## src/logic/mailbox_pkg.sv

```systemverilog
`default_nettype none
package mailbox_pkg;
    localparam int MBOX_BYTES = 15;
    localparam logic [3:0] IDX_FIRST = 4'h0;
    localparam logic [3:0] IDX_LAST = 4'hE;
    // APB byte addresses: data words 0x00..0x38, control/status at 0x40
    localparam logic [7:0] ADDR_CSR = 8'h40;
    localparam logic [7:0] ADDR_DATA_TOP = 8'h38;
    localparam logic [7:0] CSR_RESET = 8'h00;
    localparam int BIT_HWEF = 7;
    localparam int BIT_HWIE = 6;
    localparam int BIT_LWEF = 5;
    localparam int BIT_ACKE = 4;
    localparam int BIT_HREF = 3;
    localparam int BIT_HRIE = 2;
    localparam int BIT_HWOF = 1;
    localparam int BIT_LWOF = 0;
    // Host port: address 0..14 data, 15 control/status
    localparam logic [3:0] HOST_CSR_IDX = 4'hF;
    typedef enum logic [1:0] {ACC_NONE, ACC_FIRST, ACC_MID, ACC_LAST} acc_kind_t;
endpackage : mailbox_pkg
`default_nettype wire

```

## src/logic/mbox_access_if.sv

```systemverilog
`default_nettype none
interface mbox_access_if;
    import mailbox_pkg::*;
    logic local_rd;
    logic local_wr;
    logic [3:0] local_idx;
    logic host_rd;
    logic host_wr;
    logic [3:0] host_idx;
    acc_kind_t local_kind;
    acc_kind_t host_kind;
    modport decoder (input local_rd, local_wr, local_idx, host_rd, host_wr, host_idx,
        output local_kind, host_kind);
    modport core (output local_rd, local_wr, local_idx, host_rd, host_wr, host_idx,
        input local_kind, host_kind);
endinterface : mbox_access_if
`default_nettype wire

```

## src/logic/dual_port_mailbox_handshake.sv

```systemverilog
// Notes on behaviour
// - Local read of last byte clears host write end flag.
// - Local read of byte 0 clears host write ownership.
// - With ack enabled, local read of byte 0 in host ownership drives ready low.
// - Local write of byte 0 without host ownership takes local ownership.
// - Local write of last byte sets local write end flag.
// - With ack enabled, local write of last byte drives ready low.
// - Host read of last byte clears local write end flag.
// - Host read of byte 0 clears local write ownership.
// - Host read of byte 0 sets host read end flag.
// - Host read end with its enable raises an interrupt to local CPU.
// - Host write of byte 0 without local ownership takes host ownership.
// - Host write of last byte sets host write end flag, maybe interrupts.
// - Ready returns high on host last/status read or byte 0 write; else hi-Z.
// - Control/status clears to zero on reset and standby.
//
// Design decisions made here: register access over APB and the placing of the registers.
`default_nettype none
module dual_port_mailbox_handshake
    import mailbox_pkg::*;
(
    input wire logic pclk,
    input wire logic presetn,
    input wire logic clk_en,
    input wire logic standby,
    input wire logic psel,
    input wire logic penable,
    input wire logic pwrite,
    input wire logic [7:0] paddr,
    input wire logic [31:0] pwdata,
    output logic [31:0] prdata,
    output logic pready,
    output logic pslverr,
    input wire logic host_cs,
    input wire logic host_we,
    input wire logic [3:0] host_addr,
    input wire logic [7:0] host_wdata,
    output logic [7:0] host_rdata,
    output logic ready_n_out,
    output logic ready_n_oe_n,
    output logic host_read_end_irq,
    output logic host_write_end_irq
);
    logic [7:0] mem [MBOX_BYTES];
    logic host_write_end_flag;
    logic host_write_irq_enable;
    logic local_write_end_flag;
    logic ack_output_enable;
    logic host_read_end_flag;
    logic host_read_irq_enable;
    logic host_write_own_flag;
    logic local_write_own_flag;
    logic ready_low;
    logic [7:0] csr_value;
    logic apb_go;
    logic data_hit;
    logic csr_hit;
    logic local_lw;
    logic local_lr;
    logic local_fw;
    logic local_fr;
    logic host_lw;
    logic host_lr;
    logic host_fw;
    logic host_fr;
    logic host_csr_rd;
    logic local_mid_ok;
    logic host_mid_ok;

    mbox_access_if acc ();
    mbox_index_decode u_decode (.acc(acc));

    // Single-cycle APB: access phase always completes at once
    assign apb_go = psel && penable && clk_en;
    assign data_hit = (paddr[1:0] == 2'h0) && (paddr <= ADDR_DATA_TOP);
    assign csr_hit = (paddr == ADDR_CSR);
    assign acc.local_rd = apb_go && !pwrite && data_hit;
    assign acc.local_wr = apb_go && pwrite && data_hit;
    assign acc.local_idx = paddr[5:2];
    assign acc.host_rd = host_cs && !host_we && clk_en && host_addr != HOST_CSR_IDX;
    assign acc.host_wr = host_cs && host_we && clk_en && host_addr != HOST_CSR_IDX;
    assign acc.host_idx = host_addr;
    assign host_csr_rd = host_cs && !host_we && clk_en && host_addr == HOST_CSR_IDX;

    assign local_fw = acc.local_wr && acc.local_kind == ACC_FIRST;
    assign local_fr = acc.local_rd && acc.local_kind == ACC_FIRST;
    assign local_lw = acc.local_wr && acc.local_kind == ACC_LAST;
    assign local_lr = acc.local_rd && acc.local_kind == ACC_LAST;
    assign host_fw = acc.host_wr && acc.host_kind == ACC_FIRST;
    assign host_fr = acc.host_rd && acc.host_kind == ACC_FIRST;
    assign host_lw = acc.host_wr && acc.host_kind == ACC_LAST;
    assign host_lr = acc.host_rd && acc.host_kind == ACC_LAST;

    // Bytes 1..14 not writable by a side while the other side holds ownership
    assign local_mid_ok = !host_write_own_flag;
    assign host_mid_ok = !local_write_own_flag;

    assign csr_value = {host_write_end_flag, host_write_irq_enable, local_write_end_flag,
        ack_output_enable, host_read_end_flag, host_read_irq_enable,
        host_write_own_flag, local_write_own_flag};

    // Host write wins a same-cycle collision on one byte
    always_ff @(posedge pclk) begin
        for (int i = 0; i < MBOX_BYTES; i++) begin
            if (acc.local_wr && acc.local_idx == 4'(i)
                && (i == 0 || local_mid_ok)) begin
                mem[i] <= pwdata[7:0];
            end
            if (acc.host_wr && acc.host_idx == 4'(i) && (i == 0 || host_mid_ok)) begin
                mem[i] <= host_wdata;
            end
        end
    end

    always_ff @(posedge pclk or negedge presetn) begin
        if (!presetn) begin
            prdata <= 32'h0000_0000;
            pready <= 1'b0;
            pslverr <= 1'b0;
        end else if (clk_en) begin
            pready <= psel && !penable;
            pslverr <= psel && !penable && !(data_hit || csr_hit);
            if (psel && !penable && !pwrite) begin
                prdata <= 32'h0000_0000;
                if (csr_hit) begin
                    prdata[7:0] <= csr_value;
                end else if (data_hit) begin
                    prdata[7:0] <= mem[paddr[5:2]];
                end
            end
        end
    end

    // Read data captured in the cycle the host strobe is seen
    always_ff @(posedge pclk or negedge presetn) begin
        if (!presetn) begin
            host_rdata <= 8'h00;
        end else if (clk_en && host_cs && !host_we) begin
            if (host_addr == HOST_CSR_IDX) begin
                host_rdata <= csr_value;
            end else if (host_addr <= IDX_LAST) begin
                host_rdata <= mem[host_addr];
            end else begin
                host_rdata <= 8'h00;
            end
        end
    end

    // Software-writable enables; both sides may write the ack enable
    always_ff @(posedge pclk or negedge presetn) begin
        if (!presetn) begin
            host_write_irq_enable <= 1'b0;
            host_read_irq_enable <= 1'b0;
            ack_output_enable <= 1'b0;
        end else if (clk_en) begin
            if (standby) begin
                host_write_irq_enable <= 1'b0;
                host_read_irq_enable <= 1'b0;
                ack_output_enable <= 1'b0;
            end else begin
                if (apb_go && pwrite && csr_hit) begin
                    host_write_irq_enable <= pwdata[BIT_HWIE];
                    host_read_irq_enable <= pwdata[BIT_HRIE];
                    ack_output_enable <= pwdata[BIT_ACKE];
                end
                if (host_cs && host_we && host_addr == HOST_CSR_IDX) begin
                    ack_output_enable <= host_wdata[BIT_ACKE];
                end
            end
        end
    end

    // Ownership: byte 0 writes claim, byte 0 reads by the peer release
    always_ff @(posedge pclk or negedge presetn) begin
        if (!presetn) begin
            host_write_own_flag <= 1'b0;
            local_write_own_flag <= 1'b0;
        end else if (clk_en) begin
            if (standby) begin
                host_write_own_flag <= 1'b0;
                local_write_own_flag <= 1'b0;
            end else begin
                if (host_fw && !local_write_own_flag && !local_fw) begin
                    host_write_own_flag <= 1'b1;
                end else if (local_fr) begin
                    host_write_own_flag <= 1'b0;
                end
                if (local_fw && !host_write_own_flag) begin
                    local_write_own_flag <= 1'b1;
                end else if (host_fr) begin
                    local_write_own_flag <= 1'b0;
                end
            end
        end
    end

    // End flags: set wins over a same-cycle clear
    always_ff @(posedge pclk or negedge presetn) begin
        if (!presetn) begin
            host_write_end_flag <= 1'b0;
            local_write_end_flag <= 1'b0;
            host_read_end_flag <= 1'b0;
        end else if (clk_en) begin
            if (standby) begin
                host_write_end_flag <= 1'b0;
                local_write_end_flag <= 1'b0;
                host_read_end_flag <= 1'b0;
            end else begin
                if (host_lw && host_mid_ok) begin
                    host_write_end_flag <= 1'b1;
                end else if (local_lr) begin
                    host_write_end_flag <= 1'b0;
                end
                if (local_lw && local_mid_ok) begin
                    local_write_end_flag <= 1'b1;
                end else if (host_lr) begin
                    local_write_end_flag <= 1'b0;
                end
                if (host_fr) begin
                    host_read_end_flag <= 1'b1;
                end else if (local_fr || local_fw || host_fw) begin
                    host_read_end_flag <= 1'b0;
                end
            end
        end
    end

    // Interrupt levels follow flag and enable, registered
    always_ff @(posedge pclk or negedge presetn) begin
        if (!presetn) begin
            host_read_end_irq <= 1'b0;
            host_write_end_irq <= 1'b0;
        end else if (clk_en) begin
            host_read_end_irq <= !standby && host_read_irq_enable
                && (host_read_end_flag || host_fr);
            host_write_end_irq <= !standby && host_write_irq_enable
                && (host_write_end_flag || (host_lw && host_mid_ok));
        end
    end

    // Ready line: low requests attention, releases win over a same-cycle pull-down
    always_ff @(posedge pclk or negedge presetn) begin
        if (!presetn) begin
            ready_low <= 1'b0;
        end else if (clk_en) begin
            if (standby) begin
                ready_low <= 1'b0;
            end else if (host_lr || host_csr_rd || host_fw || local_fw) begin
                ready_low <= 1'b0;
            end else if (local_fr && host_write_own_flag) begin
                ready_low <= 1'b1;
            end else if (local_lw && local_mid_ok) begin
                ready_low <= 1'b1;
            end
        end
    end

    always_ff @(posedge pclk or negedge presetn) begin
        if (!presetn) begin
            ready_n_out <= 1'b1;
            ready_n_oe_n <= 1'b1;
        end else if (clk_en) begin
            ready_n_out <= !ready_low;
            ready_n_oe_n <= !(ack_output_enable && !standby);
        end
    end
endmodule : dual_port_mailbox_handshake
`default_nettype wire

```

## src/logic/mbox_index_decode.sv

```systemverilog
`default_nettype none
module mbox_index_decode
    import mailbox_pkg::*;
(
    mbox_access_if.decoder acc
);
    function automatic acc_kind_t classify(input logic act, input logic [3:0] idx);
        if (!act || idx > IDX_LAST) begin
            return ACC_NONE;
        end
        if (idx == IDX_FIRST) begin
            return ACC_FIRST;
        end
        if (idx == IDX_LAST) begin
            return ACC_LAST;
        end
        return ACC_MID;
    endfunction : classify

    assign acc.local_kind = classify(acc.local_rd | acc.local_wr, acc.local_idx);
    assign acc.host_kind = classify(acc.host_rd | acc.host_wr, acc.host_idx);
endmodule : mbox_index_decode
`default_nettype wire

```

## config.mk

```make
export PLATFORM = sky130hd
export DESIGN_NAME = dual_port_mailbox_handshake
export DESIGN_NICKNAME = d
export VERILOG_FILES = /design/src/logic/mailbox_pkg.sv /design/src/logic/mbox_access_if.sv /design/src/logic/dual_port_mailbox_handshake.sv /design/src/logic/mbox_index_decode.sv
export SDC_FILE = /design/constraint.sdc
export NUM_CORES = 1
export LEC_CHECK = 0
export ABC_AREA = 1
export BUFFER_PORTS_ARGS = -buffer_cell sky130_fd_sc_hd__buf_2
export CORE_MARGIN = 2
export CORE_UTILIZATION = 54
export CTS_CLUSTER_DIAMETER = 120
export DETAILED_ROUTE_END_ITERATION = 10
export PLACE_DENSITY = 0.78
export SKIP_LAST_GASP = 1
export SYNTH_ARGS = -nofsm -noshare
export SYNTH_HDL_FRONTEND = slang
export SYNTH_HIERARCHICAL = 1
export SYNTH_SLANG_ARGS = --single-unit
```

## constraint.sdc

```tcl
create_clock -name pclk -period 2 [get_ports pclk]
set_input_delay 0.2 -clock pclk [delete_from_list [all_inputs] [get_ports pclk]]
set_output_delay 0.2 -clock pclk [all_outputs]
set_load 0.05 [all_outputs]
```

---- After elaboration in Yosys (flattened, before gate mapping) ----
Memories as Yosys holds them, arrays and structs flattened.
Index checks and enable logic that the tools add are counted.
word-level totals
  memory bits (writable) .................. 120
  input port bits ......................... 61
  register bits ........................... 31
  logic and storage cells ................. 343
  memories kept ........................... 1
operators by class
  $lt $le $gt $ge ......................... 4
  reductions and logical operators ........ 140
  equality and inequality tests ........... 35
  bitwise gates (word level) .............. 17
  muxes and demuxes ....................... 129
memory list
  memory  depth  bits a word  rd ports  clocked after memory_dff  write ports  line                               text
  mem     15     8            2         0                         15           dual_port_mailbox_handshake.sv:44  logic [7:0] mem [MBOX_BYTES];
operators by type and width
  kind                  count
  $mux W8               19
  $logic_and A1 B1 Y1   98
  $mux W1               98
  $eq A4 B4 Y1 const B  15
  $eq A4 B3 Y1 const B  8
  $mux W2               12
  $reduce_and A2 Y1     9
  $reduce_bool A3 Y1    6
  $or A1 B1 Y1          17
  $eq A4 B2 Y1 const B  4
  $logic_not A1 Y1      12
  $logic_or A1 B1 Y1    10
  $eq A4 B1 Y1 const B  2
  $eq A8 B7 Y1 const B  1
  $gt A4 B4 Y1 const B  2
  $le A8 B6 Y1 const B  1
  $logic_not A4 Y1      2
  $eq A2 B1 Y1 const B  2
  $eq A2 B2 Y1 const B  2
  $le A4 B4 Y1 const B  1
  $ne A4 B4 Y1 const B  1
  $reduce_bool A4 Y1    1
  $logic_not A2 Y1      1
  $reduce_bool A2 Y1    1

---- Logic depth before layout (Yosys ltp) ----
  word-level depth ........................ 21
  mapped depth ............................ 18
  mapped depth without buffers ............ 17

---- Hierarchy ----
The synthesis kept the hierarchy.
by module, submodules not included
  module                       area each (sq um)  instances  sequential area each (sq um)  cells an instance
  dual_port_mailbox_handshake  8932.3             1          4381.7                        1180
  mbox_index_decode            112.6              1          0.0                           24

---- Least setup slack after synthesis ----
Ideal clock, no wire load.
  kind .................................... input to register
  start ................................... input port paddr[2]
  end ..................................... memory mem[12][0], enable pin
  data required time ...................... 1.602 ns
  stages on the path ...................... 5
  path buffers ............................ 2
  slack ................................... -0.251 ns
  arrival ................................. 1.853 ns
  path through ............................ buf_2 > inv_1 > nand2_1 > buf_2 > o41ai_1
RTL lines
  element             line                               text
  start: declaration  dual_port_mailbox_handshake.sv:29  input wire logic [7:0] paddr,
  end: declaration    dual_port_mailbox_handshake.sv:44

==> results.yml <==
timing:
  finalSetupViolCount: 0
  finClkSkew_ns: 0.0146
  post-route-min-period_ns: 1.88
  slew_viol_final: 0
  max_freq_mhz: 532
  fin_crit_sh: 0.939
  slew_headroom: 0.320
  hold_violations: 0
  worst_pin_slew_ns: 1.01
worst_setup_path:
  worstSetupEndpointType: "flop"
  timing.rr.start: "host_write_own_flag"
  critical-path-slowest-cell: "o41ai_2"
  worst-path-buf-inv: 1
  worstPathArrival_ns: 1.93
  cp.depth: 2
  crit_required_ns: 2.05
  reg2reg_to: "mem[4][1]"
  crit_fanout: 8
  crit_type: "reg -> reg"
  crit_path_end: "mem[4][1]"
  start_kind: "flop"
  regToRegSetupSlack_ns: 0.12
  crit_family: "compound AO/OA/AOI/OAI gates"
  r2r_cells: 2
  max_stage_delay_ns: 0.93
  crit_chain: "buf_4 > o41ai_2"
  startpoint: "host_write_own_flag"
drt:
  vias: 9001
  wl_per_cell_um: 20.3
  viasPerCell: 5.81
  drt-initial-drc-count: 1031
  route.detailed.drc: 0
  drt-total-wl_mm: 31.5
  ant_nets: 0
  dr.pass1.iters: 7
global_routing:
  grt_pass1_vias: 8557
  antenna_found_initial: 0
  grt_use_total: 0.363
  grt_pass1_wl_mm: 47.8
  grt-ovfl-total: 0
  grt_max_degree: 32
power:
  p_leak_nw: 4.99
  power_density_nw_per_um2: 766
  power_w: 0.00820
  ir_drop_mv: 0.628
cells_and_area:
  drive_gt1_frac: 0.156
  mostFrequentLayoutCell: "nand2_1"
  area_growth_pct: 18.3
  layout_common_cells: "nand2_1 (399), o21ai_0 (168), nor2_1 (139)"
  nFillCells: 1448
  diodes: 0
  multiInputGateArea_um2: 3960
  fin_util: 0.650
  register_area_um2: 4380
  nets: 1378
cts:
  numCtsBuffers: 17
  cts_tree: "yes"
  clk_latency_ns: 0.44
  h-tree-depth: 4
  clk_pin_slew_ns: 0.06
  cts_root_buf: "clkbuf_16"
  clockBufferDepth: 2
  cts_setup_buffers: 0
  clock_sinks: 151
floorplan:
  rows: 47
  chipHeight_um: 133
  core_area_um2: 16500
  dieArea_um2: 17800
  die_w_um: 133
  ios: 107
  start_util: 0.549
synthesis:
  yosys_register_bits: 151
  yosysTopAreaCell: "edfxtp_1"
  synth_top_area_frac: 0.398
  avgSynthCellArea_um2: 7.51
  synth_cell_types: 32
  ys_seq_area_frac: 0.484
  synth_cells: 1204
  synthesis.area_um2: 9040
  yosys-top-cells-area: "edfxtp_1 (40%), nand2_1 (17%), o21ai_0 (9.8%), dfrtp_1 (8.0%), nor2_1 (5.8%)"
  yosysWarningCount: 6
min_path:
  hold_depth: 3
  min_path_type: "in -> reg"
place:
  routabilityCongestion: 1.06
  hpwl_mm: 22.3
  io_buffer_count: 58
flow_run:
  max_cap_violations: 0
outcome:
  outcome: "complete, no violations"
-- worst min path at each step --
| stage | start | to |
|---|---|---|
| floorplan | presetn | ack_output_enable |
| finish | psel | pready |
| detailed placement | presetn | prdata[5] |
| CTS | psel | pready |
| global placement | presetn | pready |
| global route | psel | pready |
-- synthesized netlist by cell type --
library cell  instances
a22oi_1              34
clkbuf_2              6
inv_2                 1
a31oi_1               1
o21ai_0             177
or2_0                 2
nand3_2               2
a32o_1                1
o31ai_1               2
o41ai_1               2
nand3_1              33
inv_1                96
o22ai_1               4
nand3b_1              2
clkinv_1              3
nor2_2                5
nand4_1              16
conb_1                1
dfstp_2               2
nand2_1             399
nor2_1              140
nor3_1                5
buf_4                25
dfrtp_1              29
nor2_4                2
or2_2                 9
clkbuf_1             36
a21oi_1              30
buf_1                 4
nor3_2                1
edfxtp_1            120
buf_2                14
-- routing by layer --
metal  vias to the layer above  track usage  wire [µm]
met1                      4155        0.446      11400
met2                       567        0.584      14800
met3                       126       0.0807       3380
met5                         -            0          0
met4                         0        0.225       1970
li1                       4153            -          -
-- cells by family after synthesis --
kind of cell    count (synthesis)  share of synthesized area
simple gates                  616                      0.274
compound gates                251                      0.151
buf+inv                       185                     0.0899
flops                         151                      0.484
other cells                     1                   0.000415
-- worst reg2reg max path: stages (launching register included) --
cell and delay (ns):
dfrtp_1 0.39, buf_4 0.18, o41ai_2 0.93
-- sequential cells by signal, indices dropped and copies added (netlist names) --
| register | count |
|---|---|
| host_read_end_irq | 1 |
| local_write_end_flag | 1 |
| host_write_own_flag | 1 |
| ack_output_enable | 1 |
| ready_low | 1 |
| host_read_end_flag | 1 |
| ready_n_out | 1 |
| host_write_end_irq | 1 |
| pslverr | 1 |
| host_rdata | 8 |
| host_read_irq_enable | 1 |
| mem | 120 |
| host_write_irq_enable | 1 |
| local_write_own_flag | 1 |
| prdata | 8 |
| pready | 1 |
| host_write_end_flag | 1 |
| ready_n_oe_n | 1 |
-- metrics by stage --
stage	setup slack, ns	hold WS (ns)	cells	instance area [µm²]	TNS (ns)
6_report	0.121	0.0816	1550	10700	0
5_1_grt	-0.0105	0.106	1550	10700	-0.0105
4_1_cts	0.0873	0.0746	1550	10700	0
3_5_place_dp	-0.159	0.286	1517	10100	-2.87
3_3_place_gp	-0.154	0.290	1517	10100	-2.52
2_1_floorplan	-0.251	-0.0956	1227	9130	-4.29
-- report_power, final --
part	total, W	leakage (nW)	switching, W	internal (W)
clock	0.00325	0.284	0.00130	0.00195
combinational	0.00140	3.23	0.00103	0.000371
sequential	0.00355	1.47	0.0000551	0.00349
total	0.00820	4.99	0.00238	0.00581
-- area by class of cell --
type,count,area share
sequential,151,0.409
multi-input combinational,891,0.370
timing repair buffer,156,0.105
clock buffer,19,0.0404
inverter,100,0.0351
tap,220,0.0257
clock inverter,13,0.0144
-- what timing repair did --
action,in CTS,in global routing
hold buffers,1,0
gates resized for setup,0,2
endpoints found under the hold margin,29,0
setup endpoints to repair,0,9
Note: power is estimated with default switching activity, not from simulation.
